$ cat config.mk
export PLATFORM = sky130hd
export DESIGN_NAME = ccs_top
export DESIGN_NICKNAME = d
export VERILOG_FILES = /design/src/pkg/ccs_pkg.sv /design/src/pkg/ccs_if.sv /design/src/hw/ccs_edge.sv /design/src/hw/ccs_top.sv
export VERILOG_INCLUDE_DIRS = /design/src /design/src/pkg
export SDC_FILE = /design/constraint.sdc
export NUM_CORES = 1
export LEC_CHECK = 0
export BUFFER_PORTS_ARGS = -buffer_cell sky130_fd_sc_hd__buf_4
export CAP_MARGIN = 20
export CORE_ASPECT_RATIO = 1.75
export CORE_MARGIN = 1.5
export CORE_UTILIZATION = 57
export DETAILED_ROUTE_END_ITERATION = 12
export GPL_ROUTABILITY_DRIVEN = 0
export GPL_TIMING_DRIVEN = 0
export PLACE_DENSITY = 0.86
export SLEW_MARGIN = 25
export SYNTH_ARGS = -nofsm -noshare
export SYNTH_HDL_FRONTEND = slang
export SYNTH_SLANG_ARGS = --single-unit
$ cat constraint.sdc
create_clock -name CLOCK -period 3.75 [get_ports CLOCK]
set_input_delay 0.1875 -clock CLOCK [delete_from_list [all_inputs] [get_ports CLOCK]]
set_output_delay 0.1875 -clock CLOCK [all_outputs]
set_load 0.005 [all_outputs]
$ cat src/pkg/ccs_regs.svh
// Purpose: register offsets, field layout, reset values and mode codes of the set-1 capture/compare block
// Assumes: 8-bit word index addressing on the plain register port, 16-bit data
// Notes:   definitions only
`ifndef CCS_REGS_SVH
`define CCS_REGS_SVH

// ----------------------------------------------------------------------------
// register offsets
// ----------------------------------------------------------------------------
`define CCS_ADDR_MODE      8'h00
`define CCS_ADDR_COMPARE   8'h01
`define CCS_ADDR_CAPTURE   8'h02
`define CCS_ADDR_STATUS    8'h03
`define CCS_ADDR_MASK      8'h04
`define CCS_ADDR_TIMER     8'h05

// ----------------------------------------------------------------------------
// fields and reset values
// ----------------------------------------------------------------------------
`define CCS_MODE_MSB       3
`define CCS_FLAG_BIT       0
`define CCS_MODE_RST       4'h0
`define CCS_WORD_RST       16'h0000
`define CCS_ZERO_PAD_MODE  12'h000
`define CCS_ZERO_PAD_FLAG  15'h0000

// ----------------------------------------------------------------------------
// mode codes
// ----------------------------------------------------------------------------
`define CCS_MODE_CAP_FALL  4'h4
`define CCS_MODE_CAP_RISE  4'h5
`define CCS_MODE_CAP_R4    4'h6
`define CCS_MODE_CAP_R16   4'h7
`define CCS_MODE_CMP_SET   4'h8
`define CCS_MODE_CMP_CLR   4'h9
`define CCS_MODE_CMP_TGL   4'ha
`define CCS_MODE_RSVD      4'hb
`define CCS_MODE_GRP_OFF   2'h0
`define CCS_MODE_GRP_SW    2'h3

// ----------------------------------------------------------------------------
// prescaler: last count before the capturing edge
// ----------------------------------------------------------------------------
`define CCS_PRE_RST        4'h0
`define CCS_PRE_STEP       4'h1
`define CCS_PRE4_LAST      4'h3
`define CCS_PRE16_LAST     4'hf

`endif

$ cat src/pkg/ccs_pkg.sv
// Purpose: shared types of the set-1 capture/compare block
// Assumes: nothing beyond the register header
// Notes:   the mode field is decoded once into ccs_kind_t
package ccs_pkg;

    // ------------------------------------------------------------------------
    // decoded operating kind of the mode field
    // ------------------------------------------------------------------------
    typedef enum logic [3:0] {
        KIND_OFF      = 4'b0000,
        KIND_CAP_FALL = 4'b0001,
        KIND_CAP_RISE = 4'b0010,
        KIND_CAP_R4   = 4'b0011,
        KIND_CAP_R16  = 4'b0100,
        KIND_CMP_SET  = 4'b0101,
        KIND_CMP_CLR  = 4'b0110,
        KIND_CMP_TGL  = 4'b0111,
        KIND_RSVD     = 4'b1000,
        KIND_CMP_SW   = 4'b1001
    } ccs_kind_t;

endpackage : ccs_pkg

$ cat src/pkg/ccs_if.sv
// Purpose: carrier between the mode logic and the capture edge unit
// Assumes: both ends on CLOCK
// Notes:   restart clears the edge prescaler
`timescale 1ns/1ns
interface ccs_if;
    import ccs_pkg::*;

    ccs_kind_t kind;
    logic      restart;
    logic      cap_strobe;

    modport ctl (output kind, output restart, input cap_strobe);
    modport edg (input kind, input restart, output cap_strobe);
endinterface : ccs_if

$ cat src/hw/ccs_edge.sv
// Purpose: capture input synchroniser, edge detect and rising-edge prescaler
// Assumes: capture pin is asynchronous to CLOCK
// Notes:   strobe is combinational, one cycle per qualifying edge
`timescale 1ns/1ns
`include "ccs_regs.svh"
module ccs_edge (
    // clock and reset
    input  wire logic clk,
    input  wire logic srst,
    // pin and carrier
    input  wire logic cap_pin,
    ccs_if.edg        bus
);
    import ccs_pkg::*;

    logic       sync1_r;
    logic       sync2_r;
    logic       prev_r;
    logic       rise;
    logic       fall;
    logic [3:0] pre_r;
    logic       strobe;

    // ------------------------------------------------------------------------
    // synchroniser: only sync2_r reads sync1_r
    // ------------------------------------------------------------------------
    always_ff @(posedge clk) begin
        if (srst) begin
            sync1_r <= 1'b0;
            sync2_r <= 1'b0;
            prev_r  <= 1'b0;
        end else begin
            sync1_r <= cap_pin;
            sync2_r <= sync1_r;
            prev_r  <= sync2_r;
        end
    end

    assign rise = sync2_r & ~prev_r;
    assign fall = ~sync2_r & prev_r;

    // qualify the edge by mode
    always_comb begin
        case (bus.kind)
            KIND_CAP_FALL: strobe = fall;
            KIND_CAP_RISE: strobe = rise;
            KIND_CAP_R4:   strobe = rise && (pre_r == `CCS_PRE4_LAST);
            KIND_CAP_R16:  strobe = rise && (pre_r == `CCS_PRE16_LAST);
            default:       strobe = 1'b0;
        endcase
    end

    assign bus.cap_strobe = strobe;

    // prescaler counts rising edges; cleared on restart so a mode change starts afresh
    always_ff @(posedge clk) begin
        if (srst || bus.restart) begin
            pre_r <= `CCS_PRE_RST;
        end else if (bus.kind != KIND_CAP_R4 && bus.kind != KIND_CAP_R16) begin
            pre_r <= `CCS_PRE_RST;
        end else if (strobe) begin
            pre_r <= `CCS_PRE_RST;
        end else if (rise) begin
            pre_r <= pre_r + `CCS_PRE_STEP;
        end
    end

    // ------------------------------------------------------------------------
    // checks
    // ------------------------------------------------------------------------
    property p_div4;
        @(posedge clk) disable iff (srst)
        (bus.kind == KIND_CAP_R4 && strobe) |-> ((pre_r == `CCS_PRE4_LAST) && rise) ##1 (pre_r == `CCS_PRE_RST);
    endproperty
    a_div4: assert property (p_div4) else $error("divide-by-4 capture off count");

    property p_div16;
        @(posedge clk) disable iff (srst)
        (bus.kind == KIND_CAP_R16 && rise && !bus.restart && pre_r == `CCS_PRE16_LAST) |-> strobe ##1 (pre_r == `CCS_PRE_RST);
    endproperty
    a_div16: assert property (p_div16) else $error("divide-by-16 capture missed");
endmodule : ccs_edge

$ cat src/hw/ccs_top.sv
// Purpose: set-1 capture/compare mode logic with register port and interrupt
// Assumes: timer count and its increment pulse come from logic on CLOCK
// Notes:   the timer is read only; nothing here ever clears it
//
// Decided for this implementation: the register addresses and the plain strobed port.
`timescale 1ns/1ns
`include "ccs_regs.svh"

// How it works
// - Mode 00xx turns capture and compare off, drives the compare output low and clears the prescaler.
// - Mode 0100 captures the timer on every falling capture-input edge.
// - Mode 0101 captures the timer on every rising capture-input edge.
// - Mode 0110 captures on every fourth rising edge.
// - Mode 0111 captures on every sixteenth rising edge.
// - Mode 1000 drives compare output high on match and sets the event flag.
// - Mode 1001 drives compare output low on match and sets the event flag.
// - Mode 1010 inverts compare output on match and sets the event flag.
// - Mode 11xx sets the event flag on match, pin left alone.
// - A compare match never clears or alters the timer count.
module ccs_top (
    // clock and reset
    input  wire logic          CLOCK,
    input  wire logic          SRST,
    // register port
    input  wire logic [7:0]    ADDR,
    input  wire logic [15:0]   WDATA,
    input  wire logic          WR,
    input  wire logic          RD,
    output logic      [15:0]   RDATA,
    // timer
    input  wire logic [15:0]   TIMER_COUNT,
    input  wire logic          TIMER_TICK,
    // pins
    input  wire logic          CAPTURE_IN,
    output logic               SET1_COMPARE_OUTPUT_PIN,
    output logic               SET1_COMPARE_OE_N,
    // interrupt and flag
    output logic               SET1_EVENT_FLAG,
    output logic               IRQ
);
    import ccs_pkg::*;

    // ------------------------------------------------------------------------
    // state
    // ------------------------------------------------------------------------
    logic [3:0]  set1_mode_select_r;
    logic [15:0] compare_r;
    logic [15:0] capture_r;
    logic        flag_r;
    logic        mask_r;
    logic        out_r;
    logic        out_nxt;
    logic [15:0] rdata_r;
    ccs_kind_t   kind;
    logic        wr_mode;
    logic        wr_compare;
    logic        wr_status;
    logic        wr_mask;
    logic        restart;
    logic        match;
    logic        cmp_kind;
    logic        drive_kind;
    logic        flag_set;
    logic        cap_take;

    ccs_if link ();

    // ------------------------------------------------------------------------
    // mode decode
    // ------------------------------------------------------------------------
    // upper two bits pick the group; off and software groups ignore the low bits
    always_comb begin
        if (set1_mode_select_r[3:2] == `CCS_MODE_GRP_OFF) begin
            kind = KIND_OFF;
        end else if (set1_mode_select_r[3:2] == `CCS_MODE_GRP_SW) begin
            kind = KIND_CMP_SW;
        end else if (set1_mode_select_r == `CCS_MODE_CAP_FALL) begin
            kind = KIND_CAP_FALL;
        end else if (set1_mode_select_r == `CCS_MODE_CAP_RISE) begin
            kind = KIND_CAP_RISE;
        end else if (set1_mode_select_r == `CCS_MODE_CAP_R4) begin
            kind = KIND_CAP_R4;
        end else if (set1_mode_select_r == `CCS_MODE_CAP_R16) begin
            kind = KIND_CAP_R16;
        end else if (set1_mode_select_r == `CCS_MODE_CMP_SET) begin
            kind = KIND_CMP_SET;
        end else if (set1_mode_select_r == `CCS_MODE_CMP_CLR) begin
            kind = KIND_CMP_CLR;
        end else if (set1_mode_select_r == `CCS_MODE_CMP_TGL) begin
            kind = KIND_CMP_TGL;
        end else begin
            kind = KIND_RSVD;
        end
    end

    // kinds that look at the compare register and those that own the pin
    assign cmp_kind   = (kind == KIND_CMP_SET) || (kind == KIND_CMP_CLR) ||
                        (kind == KIND_CMP_TGL) || (kind == KIND_CMP_SW);
    assign drive_kind = (kind == KIND_CMP_SET) || (kind == KIND_CMP_CLR) ||
                        (kind == KIND_CMP_TGL);

    // ------------------------------------------------------------------------
    // write decode
    // ------------------------------------------------------------------------
    always_comb begin
        wr_mode    = 1'b0;
        wr_compare = 1'b0;
        wr_status  = 1'b0;
        wr_mask    = 1'b0;
        if (WR && ADDR == `CCS_ADDR_MODE) begin
            wr_mode = 1'b1;
        end else if (WR && ADDR == `CCS_ADDR_COMPARE) begin
            wr_compare = 1'b1;
        end else if (WR && ADDR == `CCS_ADDR_STATUS) begin
            wr_status = 1'b1;
        end else if (WR && ADDR == `CCS_ADDR_MASK) begin
            wr_mask = 1'b1;
        end
    end

    // a change of mode restarts the prescaler, so stale edge counts never leak across modes
    assign restart = (kind == KIND_OFF) ||
                     (wr_mode && WDATA[`CCS_MODE_MSB:0] != set1_mode_select_r);

    // ------------------------------------------------------------------------
    // edge unit
    // ------------------------------------------------------------------------
    assign link.kind    = kind;
    assign link.restart = restart;

    ccs_edge u_edge (
        .clk     (CLOCK),
        .srst    (SRST),
        .cap_pin (CAPTURE_IN),
        .bus     (link.edg)
    );

    assign cap_take = link.cap_strobe;

    // ------------------------------------------------------------------------
    // configuration registers
    // ------------------------------------------------------------------------
    // mode field
    always_ff @(posedge CLOCK) begin
        if (SRST) begin
            set1_mode_select_r <= `CCS_MODE_RST;
        end else if (wr_mode) begin
            set1_mode_select_r <= WDATA[`CCS_MODE_MSB:0];
        end
    end

    // compare value
    always_ff @(posedge CLOCK) begin
        if (SRST) begin
            compare_r <= `CCS_WORD_RST;
        end else if (wr_compare) begin
            compare_r <= WDATA;
        end
    end

    // interrupt mask
    always_ff @(posedge CLOCK) begin
        if (SRST) begin
            mask_r <= 1'b0;
        end else if (wr_mask) begin
            mask_r <= WDATA[`CCS_FLAG_BIT];
        end
    end

    // ------------------------------------------------------------------------
    // capture
    // ------------------------------------------------------------------------
    // holds its value while off so software can still read the last capture
    always_ff @(posedge CLOCK) begin
        if (SRST) begin
            capture_r <= `CCS_WORD_RST;
        end else if (cap_take) begin
            capture_r <= TIMER_COUNT;
        end
    end

    // ------------------------------------------------------------------------
    // compare
    // ------------------------------------------------------------------------
    // evaluated only on an increment so a stopped timer cannot re-fire every cycle
    assign match = TIMER_TICK && (TIMER_COUNT == compare_r);

    // output latch; the timer count is only ever read, never written back
    always_comb begin
        out_nxt = out_r;
        case (kind)
            KIND_OFF:     out_nxt = 1'b0;
            KIND_CMP_SET: out_nxt = match ? 1'b1 : out_r;
            KIND_CMP_CLR: out_nxt = match ? 1'b0 : out_r;
            KIND_CMP_TGL: out_nxt = match ? ~out_r : out_r;
            default:      out_nxt = out_r;
        endcase
    end

    always_ff @(posedge CLOCK) begin
        if (SRST) begin
            out_r <= 1'b0;
        end else begin
            out_r <= out_nxt;
        end
    end

    // ------------------------------------------------------------------------
    // event flag and interrupt
    // ------------------------------------------------------------------------
    // reserved and off kinds raise nothing
    assign flag_set = (cmp_kind && match) || cap_take;

    // a new event in the same cycle as the clear wins
    always_ff @(posedge CLOCK) begin
        if (SRST) begin
            flag_r <= 1'b0;
        end else if (flag_set) begin
            flag_r <= 1'b1;
        end else if (wr_status && WDATA[`CCS_FLAG_BIT]) begin
            flag_r <= 1'b0;
        end
    end

    assign SET1_EVENT_FLAG         = flag_r;
    assign IRQ                     = flag_r & mask_r;
    assign SET1_COMPARE_OUTPUT_PIN = out_r;
    assign SET1_COMPARE_OE_N       = ~drive_kind;

    // ------------------------------------------------------------------------
    // read port
    // ------------------------------------------------------------------------
    // unmapped addresses read zero; reads have no side effects
    always_ff @(posedge CLOCK) begin
        if (SRST) begin
            rdata_r <= `CCS_WORD_RST;
        end else if (RD && ADDR == `CCS_ADDR_MODE) begin
            rdata_r <= {`CCS_ZERO_PAD_MODE, set1_mode_select_r};
        end else if (RD && ADDR == `CCS_ADDR_COMPARE) begin
            rdata_r <= compare_r;
        end else if (RD && ADDR == `CCS_ADDR_CAPTURE) begin
            rdata_r <= capture_r;
        end else if (RD && ADDR == `CCS_ADDR_STATUS) begin
            rdata_r <= {`CCS_ZERO_PAD_FLAG, flag_r};
        end else if (RD && ADDR == `CCS_ADDR_MASK) begin
            rdata_r <= {`CCS_ZERO_PAD_FLAG, mask_r};
        end else if (RD && ADDR == `CCS_ADDR_TIMER) begin
            rdata_r <= TIMER_COUNT;
        end else begin
            rdata_r <= `CCS_WORD_RST;
        end
    end

    assign RDATA = rdata_r;

    // ------------------------------------------------------------------------
    // checks
    // ------------------------------------------------------------------------
    property p_off_resets;
        @(posedge CLOCK) disable iff (SRST)
        (kind == KIND_OFF) |-> !cap_take ##1 !out_r;
    endproperty
    a_off_resets: assert property (p_off_resets) else $error("off mode left output or capture active");

    property p_cap_fall;
        @(posedge CLOCK) disable iff (SRST)
        (kind == KIND_CAP_FALL && cap_take) |=> capture_r == $past(TIMER_COUNT) && flag_r;
    endproperty
    a_cap_fall: assert property (p_cap_fall) else $error("falling-edge capture lost");

    property p_cap_rise;
        @(posedge CLOCK) disable iff (SRST)
        (kind == KIND_CAP_RISE && !cap_take) |=> capture_r == $past(capture_r);
    endproperty
    a_cap_rise: assert property (p_cap_rise) else $error("capture changed without an edge");

    property p_cmp_set;
        @(posedge CLOCK) disable iff (SRST)
        (kind == KIND_CMP_SET && match && !wr_mode) |=> out_r && flag_r && !SET1_COMPARE_OE_N;
    endproperty
    a_cmp_set: assert property (p_cmp_set) else $error("set-on-match failed");

    property p_cmp_clr;
        @(posedge CLOCK) disable iff (SRST)
        (kind == KIND_CMP_CLR && match) |=> !out_r && flag_r;
    endproperty
    a_cmp_clr: assert property (p_cmp_clr) else $error("clear-on-match failed");

    property p_cmp_tgl;
        @(posedge CLOCK) disable iff (SRST)
        (kind == KIND_CMP_TGL && match) |=> out_r != $past(out_r) && flag_r;
    endproperty
    a_cmp_tgl: assert property (p_cmp_tgl) else $error("toggle-on-match failed");

    property p_cmp_sw;
        @(posedge CLOCK) disable iff (SRST)
        (kind == KIND_CMP_SW && match && !wr_mode) |=> flag_r && out_r == $past(out_r) && SET1_COMPARE_OE_N;
    endproperty
    a_cmp_sw: assert property (p_cmp_sw) else $error("software compare touched the pin");

    property p_match_def;
        @(posedge CLOCK) disable iff (SRST)
        (cmp_kind && TIMER_TICK && TIMER_COUNT == compare_r && wr_status && WDATA[`CCS_FLAG_BIT]) |=> flag_r;
    endproperty
    a_match_def: assert property (p_match_def) else $error("match flag dropped");

    property p_rsvd;
        @(posedge CLOCK) disable iff (SRST)
        (kind == KIND_RSVD && !flag_r) |=> !flag_r && out_r == $past(out_r);
    endproperty
    a_rsvd: assert property (p_rsvd) else $error("reserved mode produced activity");

    property p_irq;
        @(posedge CLOCK) disable iff (SRST)
        (flag_set && mask_r && !wr_mask) |=> IRQ;
    endproperty
    a_irq: assert property (p_irq) else $error("unmasked event did not interrupt");
endmodule : ccs_top

==> results of run 1 <==
[logic make-up after synthesis]
kind of cell    count (synthesis)  synth area share, %
simple gates                  130                 22.0
flops                          62                 44.0
fa+ha+maj                       1                0.443
compound gates                 57                 14.0
xor+xnor                       23                 7.14
buf+inv                        27                 5.01
mux                            21                 7.45
[critical path, delay by kind of cell, from the launching register on]
family	cells	cell delay, ns
buffers and inverters	2	0.49
muxes	1	0.25
AOI/OAI and AO/OA	2	1.05
DFF	1	0.30
and+or+nand+nor	2	0.24
[state kept, by name, summed over array words and instances (netlist names), 4 cells and up]
name                flops
RDATA                  16
compare_r              16
set1_mode_select_r      4
u_edge.pre_r            4
capture_r              16
[through the flow]
stage	hold slack (ns)	cell area, um2	utilization (%)	cells
5_1_grt	0.0716	3560	75.7	453
2_1_floorplan	0.316	2820	-	321
3_3_place_gp	0.403	3380	71.7	438
6_report	0.0655	3560	75.7	453
4_1_cts	0.0650	3560	75.7	453
3_5_place_dp	0.406	3380	71.7	438
[placed cells by master (no fill, tap or decap), types with 2 or more instances in the layout]
cell	n
a21oi_1	29
a222oi_1	7
a22oi_1	8
and2_1	3
and4b_1	2
buf_2	5
buf_4	68
buf_6	3
clkbuf_1	11
clkbuf_8	10
clkinv_2	2
dfxtp_1	62
inv_1	6
mux2i_1	21
nand2_1	45
nand2b_1	3
nand3_1	8
nand4_1	4
nor2_1	38
nor2b_1	8
nor3_1	7
nor3b_1	2
o211ai_1	3
o22ai_1	3
or3_1	2
xnor2_1	15
xor2_1	8
[Yosys cell counts, types with 2 or more instances]
cell type and n:
nor3b_1 2, buf_2 5, xor2_1 8, o211ai_1 3, a22oi_1 8, inv_1 6
or3_1 2, o22ai_1 3, nand2_1 45, and2_1 3, clkbuf_1 10, and4b_1 2
xnor2_1 15, a21oi_1 29, buf_4 3, a222oi_1 7, buf_6 3, mux2i_1 21
nor3_1 7, nor2b_1 8, nor2_1 38, nand2b_1 3, nand4_1 4, nand3_1 8
dfxtp_1 62
[power by group through the flow]
stage                     Combinational, W  Clock (W)  Sequential [W]
after floorplan                  0.0000357          0        0.000675
after global placement           0.0000926          0        0.000676
after detailed placement         0.0000942          0        0.000676
after CTS                        0.0000947   0.000568        0.000661
after global routing              0.000102   0.000597        0.000661
final                            0.0000964   0.000570        0.000661
[layout make-up]
class	instances	area, um2	area share [%]
Sequential cell	62	1240	34.8
Clock inverter	4	47.5	1.33
Timing Repair Buffer	65	488	13.7
Clock buffer	11	141	3.97
Inverter	6	22.5	0.632
Multi-Input combinational cell	232	1440	40.4
Buffer	21	119	3.33
Tap cell	52	65.1	1.83
[layer usage]
| metal | vias to the layer above | wire (um) |
|---|---|---|
| li1 | 1263 | - |
| met1 | 1288 | 2700 |
| met2 | 130 | 4310 |
| met3 | 27 | 455 |
| met4 | 0 | 270 |
| met5 | - | 0 |
[worst paths after layout]
check	startpoint	end	slack (ns)	cells after the start
worst max-delay path	set1_mode_select_r[0]$_SDFFE_PP0P_	capture_r[9]$_SDFFE_PP0P_	1.30	7
worst min-delay path	CAPTURE_IN	u_edge.sync1_r$_SDFF_PP0_	0.07	2
worst max register to register	set1_mode_select_r[0]$_SDFFE_PP0P_	capture_r[9]$_SDFFE_PP0P_	1.30	7
worst min register to register	u_edge.sync1_r$_SDFF_PP0_	u_edge.sync2_r$_SDFF_PP0_	0.44	1
==> reports/metrics.cfg, run 1 <==
[power]
p_seq_share_pct=49.8
switching_share_pct=22.6
p_int_w=0.00103
comb_power_share_pct=7.3
power_leakage_nw=1.35
ir_drop_v=0.000303
p_clk_share_pct=43.0
p_per_area_mw_per_mm2=372
totalPowerFinal_w=0.00133
power.switching_w=0.000300

[global_route]
grt.overflow.total=0
gr-usage-met3_pct=5.78
antenna_found_initial=0
busiest_layer=met2
first_global_vias=2674
grt_util_all_layers_pct=30.0
grt_use_met2_pct=58.9
grt_max_degree=11
grt_use_met1_pct=28.9
grt_pass1_wl_um=12400

[setup_path]
required_ns=3.96
worstSetupPathType=register to register
cpPeakStageDelay_ns=0.87
cp_slowest_cell=a2111oi_4
crit_path_end_kind=register
crit_arrival_ns=2.66
crit_fanout=10
crit_chain=buf_2 -> and3_1 -> o211ai_1 -> a2111oi_4 -> buf_6 -> mux2i_1 -> nor2_1
critPathLaunchType=register

[timing]
slew_violations=0
layout_min_cycle_time_ns=2.45
hold_viol_final=0
final.setup_skew_ns=0.00868
worst_slack_ns=1.30
finalSetupViolCount=0
tns_ns=0
timing.fmax_mhz=408
rsz0062_at_grt=no
worst_pin_slew_ns=0.869
timing.slew.headroom_pct=42.1
min_period_over_period_pct=65.3

[floorplanning]
core_mm2=0.00471
initial_utilization_pct=60.0
rows=33
ios=66
die_area_mm2=0.00540
fp.dieW_um=56.2
die_h_um=96.1

[final_layout]
nFillCells=356
nNetsFinal=444
syn_to_final_growth_pct=26.3
insertedDiodeCount=0
drive_gt1_share_pct=23.7

[clocking]
cts_tree=done
clockBufferDepth=2
cts-root-buf=clkbuf_8
clk_pin_slew_ns=0.07
htreeDepth=3
cts_resized=0
cts_made_buffers=9
clock_latency_ns=0.34
post_cts_buffers=0
cts.sinks=62
hold_buffers=0

[synthesis]
synth_edf_count=0
ys_seq_area_share_pct=44.0
synth_area_leader_cell=dfxtp_1
synthCells=321
yosysWarnings=0
synth_flop_cell=dfxtp_1
synth_top_area_share_pct=44.0
synth_cell_types=41
avgSynthCellArea_um2=8.79
synthArstFlopShare_pct=0
synth_area_mm2=0.00282
synth_nets=368
ys_seq_elements=62
synth_area_leaders=dfxtp_1 44%, mux2i_1 7.4%, nand2_1 6.0%

[worst_hold_path]
hp-class=input port to register

[detailed_routing]
drc=0
vias=2708
drtIter0Drc=131
wirelength_um=7740
routedWlPerCell_um=17.1
drtAntennaViolNets=0
firstDrtPassIters=5
via_per_inst=5.98

[run]
max_cap_violations=0

[place]
io_buffer_count=65
dp_slack_ns=1.34
place_hpwl_um=5650

[run_status]
status=finished clean

Power figures use the tool's default switching activity.
==> inputs of run 2 (changes only) <==
Settings changed: CORE_UTILIZATION 57 to 53, PLACE_DENSITY 0.86 to 0.81.
Clock period 3.75 ns to 2.48 ns, I/O delays scaled along.
==> reports/metrics.cfg, run 2 (same netlist as run 1, synthesis figures left out) <==
[detailed_routing]
drtAntennaViolNets=0
via_per_inst=5.82
drtIter0Drc=187
wirelength_um=7810
routedWlPerCell_um=16.9
vias=2688
firstDrtPassIters=9
drc=2

[final_layout]
drive_gt1_share_pct=24.6
insertedDiodeCount=0
nNetsFinal=450
final_cell_mix=74 x buf_4, 62 x dfxtp_1, 45 x nand2_1
final_common_cell=buf_4
syn_to_final_growth_pct=28.5

[clocking]
cts_resized=0
htreeDepth=3
clk_pin_slew_ns=0.07
hold_buffers=0
clock_latency_ns=0.35
cts_made_buffers=9
cts.sinks=62
post_cts_buffers=0
cts-root-buf=clkbuf_8
cts_tree=done
clockBufferDepth=2

[setup_path]
critPathLaunchType=register
path_buf_inv=3
crit_start=set1_mode_select_r[0]$_SDFFE_PP0P_
worstSetupPathType=register to register
crit_chain=buf_2 -> nor3_1 -> o211ai_1 -> a2111oi_4 -> buf_4 -> buf_6 -> mux2i_1 -> nor2_1
cpPeakStageDelay_ns=0.31
crit_fanout=10
required_ns=2.69
reg2reg_from=set1_mode_select_r[0]$_SDFFE_PP0P_
cp_slowest_cell=a2111oi_4
crit_path_end_kind=register
crit_family=buffers and inverters
crit_arrival_ns=2.28

[timing]
min_period_over_period_pct=83.2
worst_pin_slew_ns=0.612
holdWs_ns=0.00418
layout_min_cycle_time_ns=2.06
timing.slew.headroom_pct=58.9
hold_viol_final=0
final.setup_skew_ns=0.00985
timing.fmax_mhz=485
rsz0062_at_grt=no
slew_violations=0
tns_ns=0
finalSetupViolCount=0

[worst_hold_path]
hp-class=input port to register
min_from=CAPTURE_IN

[power]
p_per_area_mw_per_mm2=575
ir_drop_v=0.000464
power_leakage_nw=1.39

[place]
io_buffer_count=65
place_hpwl_um=5600

[floorplanning]
die_area_mm2=0.00579
ios=66
rows=35
core_mm2=0.00521
die_h_um=99.5
initial_utilization_pct=54.2
fp.dieW_um=58.2

[global_route]
grt_pass1_wl_um=12100
first_global_vias=2622
grt.overflow.total=0
grt_max_degree=11
antenna_found_initial=0
grt_util_all_layers_pct=27.7

[run_status]
status=finished with violations
violations=DRC

[run]
max_cap_violations=0

[run 2: worst paths after layout]
kind	endpoint	slack (ns)	depth (start not counted)
worst max-delay path	capture_r[10]$_SDFFE_PP0P_	0.42	8
worst min-delay path	u_edge.sync1_r$_SDFF_PP0_	0.004	2
worst max register to register	capture_r[10]$_SDFFE_PP0P_	0.42	8
worst min register to register	u_edge.sync2_r$_SDFF_PP0_	0.45	1
[run 2: final cells by class]
cell class	instances	area [um2]
Multi-Input combinational cell	232	1440
Clock inverter	4	72.6
Clock buffer	11	131
Fill cell	420	1580
Buffer	21	119
Inverter	6	22.5
Tap cell	55	68.8
Sequential cell	62	1240
Timing Repair Buffer	71	533
[run 2: worst register-to-register path: stages, from the launching register on]
cell and delay, ns:
dfxtp_1 0.30, buf_2 0.17, nor3_1 0.24, o211ai_1 0.19, a2111oi_4 0.32, buf_4 0.22
buf_6 0.20, mux2i_1 0.24, nor2_1 0.06
[run 2: where the power goes]
part           switching [W]  internal (W)
Clock               0.000383      0.000559
Sequential        0.00000132      0.000998
Combinational      0.0000733     0.0000734
Total               0.000457       0.00163
[run 2: stage by stage]
stage / setup slack (ns) / power [W] / instances / utilization [%] / instance area [um2]
2_1_floorplan: 0.457 / 0.00108 / 321 / - / 2820
6_report: 0.417 / 0.00209 / 462 / 69.6 / 3630
3_5_place_dp: 0.0340 / 0.00116 / 441 / 64.8 / 3380
3_3_place_gp: 0.152 / 0.00116 / 441 / 64.8 / 3380
5_1_grt: 0.341 / 0.00214 / 462 / 69.6 / 3630
4_1_cts: 0.0213 / 0.00209 / 456 / 68.8 / 3580
[run 2: per-layer routing]
layer / wire length [um] / share of wire, % / global-route usage (%) / vias to the layer above
li1: - / - / - / 1271
met1: 2750 / 35 / 27.1 / 1273
met2: 4340 / 56 / 51.4 / 115
met3: 432 / 5.5 / 5.72 / 29
met4: 288 / 3.7 / 16.1 / 0
met5: 0 / 0 / 0 / -
==> inputs of run 3 (changes only) <==
Clock period 2.48 ns to 2.1 ns, I/O delays scaled along.
==> reports/metrics.cfg, run 3 (same netlist as run 1, synthesis figures left out) <==
[run_status]
status=finished with violations
violations=DRC

[final_layout]
syn_to_final_growth_pct=28.7
insertedDiodeCount=0
final_cell_mix=71 x buf_4, 62 x dfxtp_1, 45 x nand2_1
final_cells=460
drive_gt1_share_pct=24.4
nNetsFinal=448
final_cell_area_mm2=0.00363
final_common_cell=buf_4

[detailed_routing]
via_per_inst=5.82
drtIter0Drc=154
firstDrtPassIters=9
wirelength_um=7860
vias=2677
routedWlPerCell_um=17.1
drc=2
drtAntennaViolNets=0

[timing]
final.setup_skew_ns=0.00740
hold_viol_final=0
tns_ns=0
holdWs_ns=0.00475
finalSetupViolCount=0
layout_min_cycle_time_ns=2.05
min_period_over_period_pct=97.8
timing.fmax_mhz=487
worst_slack_ns=0.0466
worst_pin_slew_ns=0.601
timing.slew.headroom_pct=59.6
slew_violations=0

[place]
placedCellCount=441
place_area_mm2=0.00338
place_hpwl_um=5600
dp_slack_ns=-0.346
io_buffer_count=65

[setup_path]
worstSetupPathType=register to register
rrSetupSlack_ns=0.05
crit_path_end_kind=register
critPathLaunchType=register
reg2reg_depth=8
reg2reg_from=set1_mode_select_r[0]$_SDFFE_PP0P_
crit_arrival_ns=2.27
required_ns=2.32
timing.rr.end=capture_r[10]$_SDFFE_PP0P_
crit_fanout=10

[global_route]
grt.overflow.total=0
grt_util_all_layers_pct=28.1
grt_max_degree=11
antenna_found_initial=0
gr-usage-met3_pct=6.24
first_global_vias=2674
busiest_layer=met2
grt_use_met1_pct=27.1
grt_pass1_wl_um=12200
grt_use_met2_pct=51.7

[worst_hold_path]
min_to=compare_r[5]$_SDFFE_PP0P_
min_path_cells=3
min_from=WDATA[5]
hp-class=input port to register

[power]
p_per_area_mw_per_mm2=680
power_leakage_nw=1.38
ir_drop_v=0.000550

[clocking]
cts-root-buf=clkbuf_8
clockBufferDepth=2
cts_tree=done
htreeDepth=3
cts_made_buffers=9
clk_pin_slew_ns=0.07
cts.sinks=62
clock_latency_ns=0.35

[floorplanning]
die_area_mm2=0.00579
fp.dieW_um=58.2
rows=35
core_mm2=0.00521
die_h_um=99.5
initial_utilization_pct=54.2
ios=66

[run]
max_cap_violations=0

[run 3: cell types whose count changed in the layout (fill, tap and decap cells not counted)]
cell,change
dlygate4sd3_1,+1
mux2i_4,+1
nor3_2,+1
mux2i_1,-1
buf_4,-3
nor3_1,-1
[run 3: cell type report]
class	count	area (um2)
buffer	21	119
clock buffer	11	131
clock inverter	4	72.6
fill	421	1580
inverter	6	22.5
multi-input combinational	232	1460
sequential	62	1240
tap	55	68.8
timing repair buffer	69	520
[run 3: through the flow]
| stage | utilization, % | power, W |
|---|---|---|
| 2_1_floorplan | - | 0.00127 |
| 3_3_place_gp | 64.8 | 0.00137 |
| 3_5_place_dp | 64.8 | 0.00138 |
| 4_1_cts | 69.1 | 0.00247 |
| 5_1_grt | 69.7 | 0.00253 |
| 6_report | 69.7 | 0.00247 |
[run 3: worst max-delay path by stage]
stage                                             from                         end  slack [ns]  cells after the start
floorplan           set1_mode_select_r[0]$_SDFFE_PP0P_  capture_r[10]$_SDFFE_PP0P_        0.08                      7
CTS                 set1_mode_select_r[0]$_SDFFE_PP0P_  capture_r[10]$_SDFFE_PP0P_        0.05                      7
global route        set1_mode_select_r[0]$_SDFFE_PP0P_  capture_r[10]$_SDFFE_PP0P_       -0.04                      8
finish              set1_mode_select_r[0]$_SDFFE_PP0P_  capture_r[10]$_SDFFE_PP0P_        0.05                      8
global placement    set1_mode_select_r[0]$_SDFFE_PP0P_   capture_r[6]$_SDFFE_PP0P_       -0.23                      7
detailed placement  set1_mode_select_r[0]$_SDFFE_PP0P_  capture_r[10]$_SDFFE_PP0P_       -0.35                      7
[run 3: per-layer routing]
metal  wire length, um  part of all wire, %
met1              2780                   35
met2              4350                   55
met3               423                  5.4
met4               310                  3.9
met5                 0                    0
[run 3: repair_timing]
| action | CTS | global route |
|---|---|---|
| endpoints found under the setup margin | 17 | 3 |
| buffers inserted | 1 | 2 |
| resized for setup | 0 | 3 |
| hold buffers | 1 | 0 |
| pin swaps | 1 | 2 |
| endpoints found under the hold margin | 1 | 0 |
[run 3: critical path: stages, from the launching register on]
cell,delay (ns)
dfxtp_1,0.30
buf_2,0.17
nor3_2,0.20
o211ai_1,0.20
a2111oi_4,0.37
buf_4,0.19
buf_6,0.19
mux2i_4,0.24
nor2_1,0.05
[run 3: power breakdown]
part / switching [W] / internal (W) / total [W]
logic: 0.0000875 / 0.0000880 / 0.000175
clock network: 0.000455 / 0.000660 / 0.00112
registers: 0.00000155 / 0.00118 / 0.00118
total: 0.000544 / 0.00193 / 0.00247
